**src/cxs_pkg.sv**
```systemverilog
// Package for the CPU exception entry and return sequencer
package cxs_pkg;
  localparam int          PSW_W       = 16;
  localparam int          PSW_T_BIT   = 1;
  localparam int          PSW_S_BIT   = 9;
  localparam int          PSW_P_BIT   = 10;
  localparam int          PSW_I_BIT   = 11;
  localparam int          PSW_U_BIT   = 8;
  localparam logic [7:0]  VEC_NONVEC  = 8'h00;
  localparam logic [7:0]  VEC_NMI     = 8'h01;
  localparam logic [31:0] VEC_SCALE   = 32'h0000_0004;
  localparam logic [31:0] WORD_BYTES  = 32'h0000_0004;
  localparam logic [31:0] MOD_SB_OFS  = 32'h0000_0000;
  localparam logic [31:0] MOD_PB_OFS  = 32'h0000_0008;

  typedef enum logic [2:0] {
    CXS_BUS_READ,
    CXS_BUS_WRITE,
    CXS_BUS_INTA,
    CXS_BUS_EOI
  } cxs_bus_kind_t;

  typedef struct packed {
    logic          valid;
    cxs_bus_kind_t kind;
    logic [31:0]   addr;
    logic [31:0]   wdata;
  } cxs_bus_req_t;

  typedef struct packed {
    logic        done;
    logic [31:0] rdata;
  } cxs_bus_rsp_t;

  typedef struct packed {
    logic [31:0]      pc;
    logic [PSW_W-1:0] psw;
    logic [15:0]      sel;
    logic [31:0]      sb;
    logic [31:0]      sp;
  } cxs_regs_t;

  // Decoded trap request from the execution unit
  typedef struct packed {
    logic       valid;
    logic [7:0] vector;
  } cxs_trap_t;

  typedef struct packed {
    logic       valid;
    logic       is_interrupt_return_op;
    logic [15:0] discard;
  } cxs_ret_t;
endpackage

```
**src/cxs_bus_port.sv**
```systemverilog
// Single-outstanding bus request holder for the sequencer
`timescale 1ns/1ps
module cxs_bus_port (
  input  wire logic                  sys_clk,
  input  wire logic                  rst_n,
  input  wire logic                  start,
  input  wire cxs_pkg::cxs_bus_kind_t kind,
  input  wire logic [31:0]           addr,
  input  wire logic [31:0]           wdata,
  input  wire cxs_pkg::cxs_bus_rsp_t bus_rsp,
  output cxs_pkg::cxs_bus_req_t      bus_req,
  output logic                       done,
  output logic [31:0]                rdata
);
  import cxs_pkg::*;

  typedef struct packed {
    cxs_bus_req_t req;
    logic         done;
    logic [31:0]  rdata;
  } cxs_bp_state_t;

  cxs_bp_state_t st;
  cxs_bp_state_t next_st;

  always_comb begin
    next_st = st;
    next_st.done = 1'b0;
    if (st.req.valid && bus_rsp.done) begin
      next_st.req.valid = 1'b0;
      next_st.done = 1'b1;
      next_st.rdata = bus_rsp.rdata;
    end else if (!st.req.valid && start) begin
      next_st.req.valid = 1'b1;
      next_st.req.kind = kind;
      next_st.req.addr = addr;
      next_st.req.wdata = wdata;
    end
  end

  always_ff @(posedge sys_clk or negedge rst_n) begin
    if (!rst_n) begin
      st <= '0;
    end else begin
      st <= next_st;
    end
  end

  assign bus_req = st.req;
  assign done = st.done;
  assign rdata = st.rdata;
endmodule

```
**src/cxs_exception_seq.sv**
```systemverilog
// Exception entry and return sequencer
`timescale 1ns/1ps
module cxs_exception_seq (
  input  wire logic                  sys_clk,
  input  wire logic                  rst_n,
  input  wire logic                  insn_boundary,
  input  wire logic                  dsp_event,
  input  wire logic                  nmi_n,
  input  wire logic                  maskable_irq_n,
  input  wire cxs_pkg::cxs_trap_t    trap_req,
  input  wire cxs_pkg::cxs_ret_t     ret_req,
  input  wire logic                  direct_dispatch_enable,
  input  wire logic                  vectored_mode,
  input  wire logic [31:0]           dispatch_table_base,
  input  wire cxs_pkg::cxs_regs_t    cpu_regs,
  input  wire cxs_pkg::cxs_bus_rsp_t bus_rsp,
  output cxs_pkg::cxs_bus_req_t      bus_req,
  output cxs_pkg::cxs_regs_t         new_regs,
  output logic                       regs_load,
  output logic                       busy,
  output logic                       eoi_pulse
);
  import cxs_pkg::*;

  typedef enum logic [3:0] {
    S_IDLE, S_ACK, S_PUSH_PSW, S_PUSH_SEL, S_PUSH_PC, S_TABLE,
    S_SB, S_PB, S_DONE, S_POP_PC, S_POP_SEL, S_POP_PSW,
    S_RSB, S_EOI
  } cxs_state_t;

  typedef struct packed {
    cxs_state_t  state;
    logic        issued;
    logic        nmi_prev;
    logic        nmi_pend;
    logic        is_irq;
    logic        is_nmi;
    logic        de;
    logic        vec_mode;
    logic [7:0]  vector;
    logic [PSW_W-1:0] psw_copy;
    logic [31:0] desc;
    cxs_regs_t   regs;
    logic        load;
    logic        eoi;
    logic        ret_interrupt_return_op;
    logic [15:0] discard;
    logic        busy;
  } cxs_seq_state_t;

  cxs_seq_state_t st;
  cxs_seq_state_t next_st;
  logic           bp_start;
  cxs_bus_kind_t  bp_kind;
  logic [31:0]    bp_addr;
  logic [31:0]    bp_wdata;
  logic           bp_done;
  logic [31:0]    bp_rdata;
  logic           irq_ok;

  function automatic logic [31:0] push_addr(input logic [31:0] sp);
    return sp - WORD_BYTES;
  endfunction

  cxs_bus_port u_port (
    .sys_clk (sys_clk),
    .rst_n   (rst_n),
    .start   (bp_start),
    .kind    (bp_kind),
    .addr    (bp_addr),
    .wdata   (bp_wdata),
    .bus_rsp (bus_rsp),
    .bus_req (bus_req),
    .done    (bp_done),
    .rdata   (bp_rdata)
  );

  // Gated by the live status word; a held low level keeps requesting
  assign irq_ok = (!maskable_irq_n || dsp_event)
                  && cpu_regs.psw[PSW_I_BIT];

  always_comb begin
    next_st = st;
    next_st.load = 1'b0;
    next_st.eoi = 1'b0;
    next_st.nmi_prev = nmi_n;
    bp_start = 1'b0;
    bp_kind = CXS_BUS_READ;
    bp_addr = '0;
    bp_wdata = '0;
    // Falling edge latched; a set beats the clear at entry
    if (st.nmi_prev && !nmi_n) next_st.nmi_pend = 1'b1;
    case (st.state)
      S_IDLE: begin
        next_st.issued = 1'b0;
        if (insn_boundary && (st.nmi_pend || irq_ok || trap_req.valid)) begin
          next_st.regs = cpu_regs;
          next_st.psw_copy = cpu_regs.psw;
          next_st.de = direct_dispatch_enable;
          next_st.vec_mode = vectored_mode;
          next_st.is_nmi = st.nmi_pend;
          next_st.is_irq = st.nmi_pend || irq_ok;
          if (st.nmi_pend && !(st.nmi_prev && !nmi_n)) next_st.nmi_pend = 1'b0;
          next_st.regs.psw[PSW_S_BIT] = 1'b1;
          next_st.regs.psw[PSW_U_BIT] = 1'b0;
          next_st.regs.psw[PSW_T_BIT] = 1'b0;
          next_st.regs.psw[PSW_P_BIT] = 1'b0;
          if (st.nmi_pend || irq_ok) begin
            next_st.regs.psw[PSW_I_BIT] = 1'b0;
            next_st.state = S_ACK;
          end else begin
            next_st.vector = trap_req.vector;
            next_st.state = S_PUSH_PSW;
          end
        end else if (ret_req.valid) begin
          next_st.regs = cpu_regs;
          next_st.ret_interrupt_return_op = ret_req.is_interrupt_return_op;
          next_st.discard = ret_req.is_interrupt_return_op ? 16'h0000 : ret_req.discard;
          next_st.de = direct_dispatch_enable;
          next_st.state = S_POP_PC;
        end
      end
      S_ACK: begin
        bp_start = !st.issued;
        bp_kind = CXS_BUS_INTA;
        next_st.issued = 1'b1;
        if (bp_done) begin
          next_st.issued = 1'b0;
          if (st.is_nmi) next_st.vector = VEC_NMI;
          else if (st.vec_mode) next_st.vector = bp_rdata[7:0];
          else next_st.vector = VEC_NONVEC;
          next_st.state = S_PUSH_PSW;
        end
      end
      S_PUSH_PSW, S_PUSH_SEL, S_PUSH_PC: begin
        bp_start = !st.issued;
        bp_kind = CXS_BUS_WRITE;
        bp_addr = push_addr(st.regs.sp);
        // Direct mode writes a reserved filler word
        bp_wdata = (st.state == S_PUSH_PSW) ? {16'h0000, st.psw_copy} :
                   (st.state == S_PUSH_SEL) ?
                   (st.de ? 32'h0000_0000 : {16'h0000, st.regs.sel}) :
                   st.regs.pc;
        next_st.issued = 1'b1;
        if (bp_done) begin
          next_st.issued = 1'b0;
          next_st.regs.sp = push_addr(st.regs.sp);
          next_st.state = (st.state == S_PUSH_PSW) ? S_PUSH_SEL :
                          (st.state == S_PUSH_SEL) ? S_PUSH_PC : S_TABLE;
        end
      end
      S_TABLE: begin
        bp_start = !st.issued;
        bp_addr = dispatch_table_base
                  + {24'h000000, st.vector} * VEC_SCALE;
        next_st.issued = 1'b1;
        if (bp_done) begin
          next_st.issued = 1'b0;
          next_st.desc = bp_rdata;
          if (st.de) begin
            next_st.regs.pc = bp_rdata;
            next_st.state = S_DONE;
          end else begin
            next_st.regs.sel = bp_rdata[15:0];
            next_st.state = S_SB;
          end
        end
      end
      S_SB, S_PB: begin
        bp_start = !st.issued;
        bp_addr = {16'h0000, st.regs.sel}
                  + ((st.state == S_SB) ? MOD_SB_OFS : MOD_PB_OFS);
        next_st.issued = 1'b1;
        if (bp_done) begin
          next_st.issued = 1'b0;
          if (st.state == S_SB) begin
            next_st.regs.sb = bp_rdata;
            next_st.state = S_PB;
          end else begin
            next_st.regs.pc = bp_rdata + {16'h0000, st.desc[31:16]};
            next_st.state = S_DONE;
          end
        end
      end
      S_DONE: begin
        next_st.load = 1'b1;
        next_st.state = S_IDLE;
      end
      S_POP_PC, S_POP_SEL, S_POP_PSW: begin
        bp_start = !st.issued;
        bp_addr = st.regs.sp;
        next_st.issued = 1'b1;
        if (bp_done) begin
          next_st.issued = 1'b0;
          next_st.regs.sp = st.regs.sp + WORD_BYTES;
          if (st.state == S_POP_PC) begin
            next_st.regs.pc = bp_rdata;
            next_st.state = S_POP_SEL;
          end else if (st.state == S_POP_SEL) begin
            if (!st.de) next_st.regs.sel = bp_rdata[15:0];
            next_st.state = S_POP_PSW;
          end else begin
            // Restores the saved I bit
            next_st.regs.psw = bp_rdata[PSW_W-1:0];
            next_st.regs.sp = st.regs.sp + WORD_BYTES
                              + {16'h0000, st.discard};
            next_st.state = st.de ? S_EOI : S_RSB;
          end
        end
      end
      S_RSB: begin
        bp_start = !st.issued;
        bp_addr = {16'h0000, st.regs.sel} + MOD_SB_OFS;
        next_st.issued = 1'b1;
        if (bp_done) begin
          next_st.issued = 1'b0;
          next_st.regs.sb = bp_rdata;
          next_st.state = S_EOI;
        end
      end
      S_EOI: begin
        if (!st.ret_interrupt_return_op) begin
          next_st.state = S_DONE;
        end else begin
          bp_start = !st.issued;
          bp_kind = CXS_BUS_EOI;
          next_st.issued = 1'b1;
          if (bp_done) begin
            next_st.issued = 1'b0;
            next_st.eoi = 1'b1;
            next_st.state = S_DONE;
          end
        end
      end
      default: next_st.state = S_IDLE;
    endcase
    next_st.busy = (next_st.state != S_IDLE);
  end

  always_ff @(posedge sys_clk or negedge rst_n) begin
    if (!rst_n) begin
      st <= '{state: S_IDLE, nmi_prev: 1'b1, default: '0};
    end else begin
      st <= next_st;
    end
  end

  assign new_regs = st.regs;
  assign regs_load = st.load;
  assign busy = st.busy;
  assign eoi_pulse = st.eoi;

  nmi_vector_a: assert property (
    @(posedge sys_clk) disable iff (!rst_n)
    (st.state == S_ACK && bp_done && st.is_nmi) |=> st.vector == VEC_NMI)
    else $error("nmi vector not one");
  nonvec_zero_a: assert property (
    @(posedge sys_clk) disable iff (!rst_n)
    (st.state == S_ACK && bp_done && !st.is_nmi && !st.vec_mode)
    |=> st.vector == VEC_NONVEC) else $error("nonvectored not zero");
  irq_clears_i_a: assert property (
    @(posedge sys_clk) disable iff (!rst_n)
    (st.state == S_PUSH_PSW && st.is_irq) |-> !st.regs.psw[PSW_I_BIT])
    else $error("I bit set in interrupt entry");
  trace_off_a: assert property (
    @(posedge sys_clk) disable iff (!rst_n)
    (st.state == S_PUSH_PSW) |-> !st.regs.psw[PSW_T_BIT]
    && st.regs.psw[PSW_S_BIT]) else $error("entry psw wrong");
  mode_held_a: assert property (
    @(posedge sys_clk) disable iff (!rst_n)
    (busy && $past(busy)) |-> $stable(st.de) && $stable(st.vec_mode))
    else $error("mode bits changed");
  masked_ignored_a: assert property (
    @(posedge sys_clk) disable iff (!rst_n)
    (st.state == S_IDLE && insn_boundary && !st.nmi_pend
     && !cpu_regs.psw[PSW_I_BIT] && !trap_req.valid && !ret_req.valid)
    |=> st.state == S_IDLE) else $error("masked irq taken");
  direct_pc_a: assert property (
    @(posedge sys_clk) disable iff (!rst_n)
    (st.state == S_TABLE && bp_done && st.de)
    |=> st.regs.pc == $past(bp_rdata)) else $error("direct pc wrong");
  eoi_only_interrupt_return_op_a: assert property (
    @(posedge sys_clk) disable iff (!rst_n)
    eoi_pulse |-> st.ret_interrupt_return_op) else $error("eoi without interrupt_return_op");
  nmi_first_a: assert property (
    @(posedge sys_clk) disable iff (!rst_n)
    (st.state == S_IDLE && insn_boundary && st.nmi_pend)
    |=> st.state == S_ACK && st.is_nmi) else $error("nmi not first");
  level_retrig_a: assert property (
    @(posedge sys_clk) disable iff (!rst_n)
    (st.state == S_IDLE && insn_boundary && !maskable_irq_n
     && cpu_regs.psw[PSW_I_BIT]) |=> st.state == S_ACK)
    else $error("held request not taken");
  table_addr_a: assert property (
    @(posedge sys_clk) disable iff (!rst_n)
    (st.state == S_TABLE && bus_req.valid)
    |-> bus_req.addr == dispatch_table_base + {22'h0, st.vector, 2'h0})
    else $error("table address wrong");
  vec_from_bus_a: assert property (
    @(posedge sys_clk) disable iff (!rst_n)
    (st.state == S_ACK && bp_done && !st.is_nmi && st.vec_mode)
    |=> st.vector == $past(bp_rdata[7:0])) else $error("vector not taken");
  desc_pc_a: assert property (
    @(posedge sys_clk) disable iff (!rst_n)
    (st.state == S_PB && bp_done)
    |=> st.regs.pc == $past(bp_rdata) + {16'h0000, st.desc[31:16]})
    else $error("descriptor pc wrong");
  interrupt_return_op_keep_sp_a: assert property (
    @(posedge sys_clk) disable iff (!rst_n)
    (st.state == S_POP_PSW && bp_done && st.ret_interrupt_return_op)
    |=> st.regs.sp == $past(st.regs.sp) + WORD_BYTES)
    else $error("interrupt_return_op discarded bytes");
  trap_keeps_i_a: assert property (
    @(posedge sys_clk) disable iff (!rst_n)
    (st.state == S_PUSH_PSW && !st.is_irq)
    |-> st.regs.psw[PSW_I_BIT] == st.psw_copy[PSW_I_BIT])
    else $error("trap changed I bit");
  direct_sel_kept_a: assert property (
    @(posedge sys_clk) disable iff (!rst_n)
    (st.state == S_TABLE && bp_done && st.de)
    |=> st.regs.sel == $past(st.regs.sel)) else $error("selector changed");
endmodule

```
**config.mk**
```make
export PLATFORM = sky130hd
export DESIGN_NAME = cxs_exception_seq
export DESIGN_NICKNAME = d
export VERILOG_FILES = /design/src/cxs_pkg.sv /design/src/cxs_bus_port.sv /design/src/cxs_exception_seq.sv
export SDC_FILE = /design/constraint.sdc
export NUM_CORES = 1
export LEC_CHECK = 0
export ABC_AREA = 0
export BUFFER_PORTS_ARGS = -buffer_cell sky130_fd_sc_hd__buf_2
export CAP_MARGIN = 10
export CORE_ASPECT_RATIO = 2
export CORE_MARGIN = 5
export CORE_UTILIZATION = 59
export DETAILED_ROUTE_END_ITERATION = 7
export GPL_TIMING_DRIVEN = 0
export HOLD_SLACK_MARGIN = 0.03
export PLACE_DENSITY = 0.86
export SYNTH_ARGS = -nofsm -noshare
export SYNTH_HDL_FRONTEND = slang
export SYNTH_SLANG_ARGS = --single-unit
```
**constraint.sdc**
```tcl
create_clock -name sys_clk -period 5.89 [get_ports sys_clk]
set_input_delay 0.2945 -clock sys_clk [delete_from_list [all_inputs] [get_ports sys_clk]]
set_output_delay 0.2945 -clock sys_clk [all_outputs]
set_load 0.03 [all_outputs]
```
-- Yosys cells after proc, flatten, opt, wreduce, memory -nomap -nowiden
Index checks and enable logic that the tools add are counted.
- ROM bits: 0
- memories kept: 0
- bits in writable memories: 0
- register bits after elaboration: 316
- latch bits: 0
- add/sub/neg operators: 6
- reductions and logical operators: 41
- shift operators: 0
- magnitude comparators: 0
- multipliers: 0
- div/mod/pow operators: 0
- eq/ne operators: 30
- bitwise gates (word level): 2
- mux-type cells: 77
- operator list (kind ; number):
    two-way mux 32 bit ; 16
    two-way mux 128 bit ; 2
    one-hot mux 32 bit (3 select lines) ; 2
    one-hot mux 32 bit (5 select lines) ; 1
    one-hot mux 32 bit (4 select lines) ; 1
    two-way mux 16 bit ; 6
    two-way mux 68 bit ; 1
    adder 32 x 16 -> 32 bit ; 2
    two-way mux 64 bit ; 1
    one-hot mux 16 bit (3 select lines) ; 1
    two-way mux 5 bit ; 8
    two-way mux 33 bit ; 1
    adder 32 x 10 -> 32 bit ; 1
    adder 32 x 3 -> 32 bit (second input constant) ; 1
    two-way mux 8 bit ; 4
    one-hot mux 16 bit (2 select lines) ; 1
    one-hot mux 4 bit (8 select lines) ; 1
    subtractor 32 x 3 -> 32 bit (second input constant) ; 1
    two-way mux 4 bit ; 7
    two-way mux 25 bit ; 1
    == test 4 bit (second input constant) ; 6
    inequality test 2 bit (second input constant) ; 10
    adder 16 x 4 -> 17 bit ; 1
    == test 4 x 3 -> 1 bit (second input constant) ; 4
    29 further kinds ; 76

-- Depth between registers and ports, before layout
- depth in word-level cells: 9
- depth in mapped cells: 14
- gate-level depth less buffers: 13

-- Cells and area by module
From an unflattened synthesis, not the netlist that was laid out.
- cells, all modules: 2174
- area, all modules: 19871.6 um^2
- modules (own cells, without submodules) (module ; times used ; area an instance (um^2) ; cells an instance):
    cxs_exception_seq ; 1 ; 15996.6 ; 1960
    cxs_bus_port ; 1 ; 3875.0 ; 214

-- Worst setup path before layout
Ideal clock, no wire load.
- kind: reg-to-reg
- start: register st, in the netlist new_regs[3]
- end: register st, in the netlist new_regs[30]
- required time: 5794 ps
- cell stages (with the launch flop): 15
- setup slack: 2447 ps
- data arrival time: 3348 ps
- cell sequence: dfrtp_1 -> ha_1 -> and4_1 -> clkbuf_1 -> and3_1 -> xor2_1 -> ha_1 -> nand2_1 -> o21ai_0 -> nor2_1 -> o21ai_0 -> a41oi_1 -> a2111oi_4 -> and4_1 -> o32ai_2
- word-level cells in the longest chain between the ends: 6
- RTL lines (what ; line ; RTL):
    from (decl) ; cxs_exception_seq.sv:51 ; cxs_seq_state_t st;
    from (signal assigned) ; cxs_exception_seq.sv:244 ; st <= next_st;
    adder 32 x 3 -> 32 bit ; cxs_exception_seq.sv:195, cxs_exception_seq.sv:205 ;
    adder 32 x 16 -> 32 bit ; cxs_exception_seq.sv:206 ; + {16'h0000, st.discard};
    two-way mux 32 bit ; cxs_exception_seq.sv:199 ; end else if (st.state == S_POP_SEL) begin
    two-way mux 32 bit ; cxs_exception_seq.sv:196 ; if (st.state == S_POP_PC) begin
    two-way mux 32 bit ; cxs_exception_seq.sv:193 ; if (bp_done) begin
    one-hot mux 32 bit (3 select lines) (*) ; cxs_exception_seq.sv:93 ; case (st.state)
Every way passes the cells marked *; elsewhere a longest branch is shown, timed or not. The select of a mux whose other input is x is not followed.
A chain may end at the register's enable or synchronous reset.

-- Final worst setup path
- start: register st, in the netlist new_regs[3]
- end: register st, in the netlist new_regs[21]
The elaborated chain is that of the path after synthesis.

==> impl_metrics.py <==
metrics = {
    "cells_and_area": {
        "nets": 3165,
        "syn_to_final_growth_pct": 25.0,
        "fillers": 2401,
        "final_core_util": 0.742,
        "drive_gt1_frac": 0.243,
    },
    "floorplanning": {
        "fp.dieW_um": 138,
        "core_area_um2": 32700,
        "start_util": 0.594,
        "pin_count": 427,
        "chipHeight_um": 266,
        "die_area_um2": 36800,
        "rows": 94,
    },
    "route": {
        "ant_nets": 0,
        "routedWlPerCell_um": 29.9,
        "vias": 22800,
        "wl_um": 100000,
        "drc": 0,
        "dr.pass1.iters": 8,
        "drt_iter0_drc": 2610,
        "vias_per_cell": 6.80,
    },
    "worst_setup_path": {
        "crit_type": "reg2reg",
        "worst_setup_path_start_kind": "register",
        "cp_max_fo": 10,
        "critPathMaxStageDelay_ns": 0.76,
        "crit_path_top_delay_cell": "xnor2_1",
        "cp_num_buf_inv": 1,
        "cp.required_ns": 6.35,
        "cp_top_family": "simple AND/OR/NAND/NOR gates",
        "crit_path_cell_trace": "ha_1 -> and4_1 -> clkbuf_1 -> and3_1 -> xor2_1 -> ha_1 -> and3_1 -> nor3b_1 -> o31ai_1 -> a21oi_1 -> o2111ai_1 -> xnor2_1 -> o22ai_1",
        "cp-end-kind": "register",
        "cp.arrival_ns": 5.97,
    },
    "timing": {
        "slew_headroom": -0.00601,
        "hold_viol": 0,
        "finalCriticalPeriod_ns": 5.51,
        "drv_slew": 1,
        "timing.fmax_mhz": 181,
        "setup_viol_count_final": 0,
        "rsz0062_at_grt": "no",
        "tightest_slew_ns": 1.50,
        "fin_crit_sh": 0.936,
        "clock_skew_ns": 0.0391,
    },
    "outcome": {
        "violations": "capacitance limit, slew limit",
        "outcome": "finished, violations left",
    },
    "flow_run": {
        "maxCapViolations": 1,
    },
    "clocking": {
        "clk_latency_ns": 0.62,
        "clk_pin_slew_ns": 0.07,
        "cts_max_path_buffers": 3,
        "htree_num_levels": 1,
        "cts_sinks": 298,
        "cts_made_buffers": 27,
        "post_cts_resized": 0,
        "cts-root-buf": "clkbuf_16",
        "cts_tree": "yes",
    },
    "synthesis": {
        "synth_edf_count": 0,
        "syn_area_per_cell_um2": 8.39,
        "syn_inst": 2313,
        "ys_seq_elements": 298,
        "synth-seq-area-share": 0.384,
        "yosysWarningCount": 0,
        "ys.flop_type": "dfrtp_1",
        "synthArstFlopShare": 1.00,
        "netlist_area_um2": 19400,
        "syn_nets": 2591,
        "yosysUniqueCellTypes": 82,
    },
    "pwr": {
        "cellLeakagePower_nw": 11.1,
        "power.density_nw_per_um2": 658,
        "power_mw": 16.0,
        "vdd_drop_max_uv": 600,
    },
    "placement": {
        "hpwl_um": 70400,
        "finalWeightedCongestion": 1.12,
        "port-buffer-count": 425,
    },
    "grt": {
        "grt_pass1_vias": 23100,
        "grt_start_max_net_pins": 117,
        "grt-ovfl-total": 0,
        "grt_pass1_wl_um": 145000,
        "antenna_found_initial": 7,
        "grt_use_total": 0.523,
    },
    "worst_hold_path": {
        "hp-class": "in2reg",
    },
}
synthesized netlist by cell type, drive strengths merged (7+ instances only):
| cell type | n | area, um2 |
|---|---|---|
| nand3 | 70 | 355 |
| clkbuf | 129 | 484 |
| nand2b | 26 | 163 |
| o31ai | 27 | 203 |
| nor2b | 10 | 62.6 |
| a31oi | 90 | 563 |
| nor2 | 220 | 826 |
| a22oi | 22 | 165 |
| a221oi | 33 | 289 |
| xnor2 | 70 | 613 |
| nor3b | 23 | 173 |
| mux2 | 69 | 777 |
| and3 | 23 | 144 |
| a41oi | 8 | 70.1 |
| mux2i | 7 | 70.1 |
| and2 | 20 | 126 |
| o211ai | 10 | 75.1 |
| nor3 | 34 | 181 |
| xor2 | 36 | 315 |
| nor4 | 19 | 125 |
| a21o | 19 | 143 |
| nand2 | 344 | 1290 |
| o21ai | 152 | 761 |
| inv | 24 | 90.1 |
| o22ai | 23 | 144 |
| nand4 | 27 | 181 |
| ha | 47 | 588 |
| buf | 152 | 1070 |
| dfrtp | 297 | 7430 |
| or4 | 8 | 60.1 |
| o221ai | 11 | 96.3 |
| a211oi | 12 | 90.1 |
| or3 | 11 | 73.8 |
| a21oi | 149 | 746 |
cells by family after synthesis:
logic type | synth area share
adder cells (fa/ha/maj) | 0.0334
multiplexers | 0.0436
buffers and inverters | 0.0852
AO/OA/AOI/OAI | 0.199
flip-flops | 0.384
AND/OR/NAND/NOR | 0.206
XOR/XNOR | 0.0478
other | 0.000193
final cells by class:
class / count / area [um2] / area share
clock buffer: 35 / 736 / 0.0303
buffer: 281 / 1560 / 0.0643
antenna: 6 / 15.0 / 0.000619
timing repair buffer: 545 / 3360 / 0.138
tap: 432 / 541 / 0.0223
multi-input combinational: 1709 / 10300 / 0.424
sequential: 298 / 7460 / 0.307
clock inverter: 15 / 200 / 0.00825
inverter: 25 / 93.8 / 0.00387
cells in the final DEF, fill, tap and decap left out, drive strengths merged, types with 12 or more instances in the layout:
cell type	count
nand2b	26
o22ai	23
and2	20
a221oi	33
and3	23
nor4	19
clkbuf	165
a21oi	149
dfrtp	297
dlygate4sd3	115
nand4	27
o21ai	152
a211oi	12
xnor2	70
nor3	34
mux2	69
o31ai	27
nand3	70
xor2	36
nor2	220
inv	27
a31oi	90
nor3b	23
buf	581
nand2	344
a22oi	22
ha	47
a21o	19
per-stage QoR:
stage | TNS [ns] | std cells | hold WS (ns) | cell area [um2] | setup WS (ns)
finish | 0 | 3346 | 0.00967 | 24300 | 0.375
global route | 0 | 3343 | 0.0377 | 24300 | 0.428
CTS | 0 | 3334 | 0.0302 | 24200 | 0.898
detailed placement | 0 | 3174 | 0.351 | 22100 | 0.939
global placement | -249.13 | 3170 | 0.425 | 22100 | -0.885
floorplan | 0 | 2313 | -0.00109 | 19400 | 2.45
repair_timing:
action,in CTS,in global routing
setup buffers,0,0
endpoints found under the hold margin,211,5
hold buffers,110,5
final timing paths:
check,from,end,slack (ns),cells past startpoint
max,new_regs[3],new_regs[21],0.38,13
min,cpu_regs[105],new_regs[105],0.01,3
max reg2reg,new_regs[3],new_regs[21],0.38,13
min reg2reg,u_port.bus_req[16],u_port.bus_req[16],0.48,2
max in group asynchronous,rst_n,u_port.rdata[27],4.10,4
min in group asynchronous,rst_n,u_port.bus_req[52],0.26,2
worst reg2reg max path: cells and delay by family (launching register included):
kind,cells,cell delay (ns)
and+or+nand+nor,4,1.21
AOI/OAI and AO/OA,4,1.21
xor gates and xnor gates,2,1.15
DFF,1,0.72
adders and majority gates,2,0.72
buffers and inverters,1,0.38
report_power, final:
part / leakage, nW / switching, mW / internal (mW)
registers: 3.63 / 1.26 / 2.94
logic: 6.97 / 6.63 / 3.16
clock network: 0.459 / 0.906 / 1.07
metal layers:
metal / track usage / vias up / share of wire
li1: - / 9307 / -
met2: 0.849 / 2092 / 0.46
met5: 0.0105 / - / 0.00019
met4: 0.594 / 2 / 0.15
met3: 0.161 / 850 / 0.11
met1: 0.485 / 10500 / 0.28
registers in the layout, indices dropped and copies added (netlist names):
signal / count
new_regs: 128
st: 67
regs_load: 1
eoi_pulse: 1
u_port.bus_req: 67
busy: 1
u_port.rdata: 32
u_port.done: 1
(Power assumes the default switching activity.)
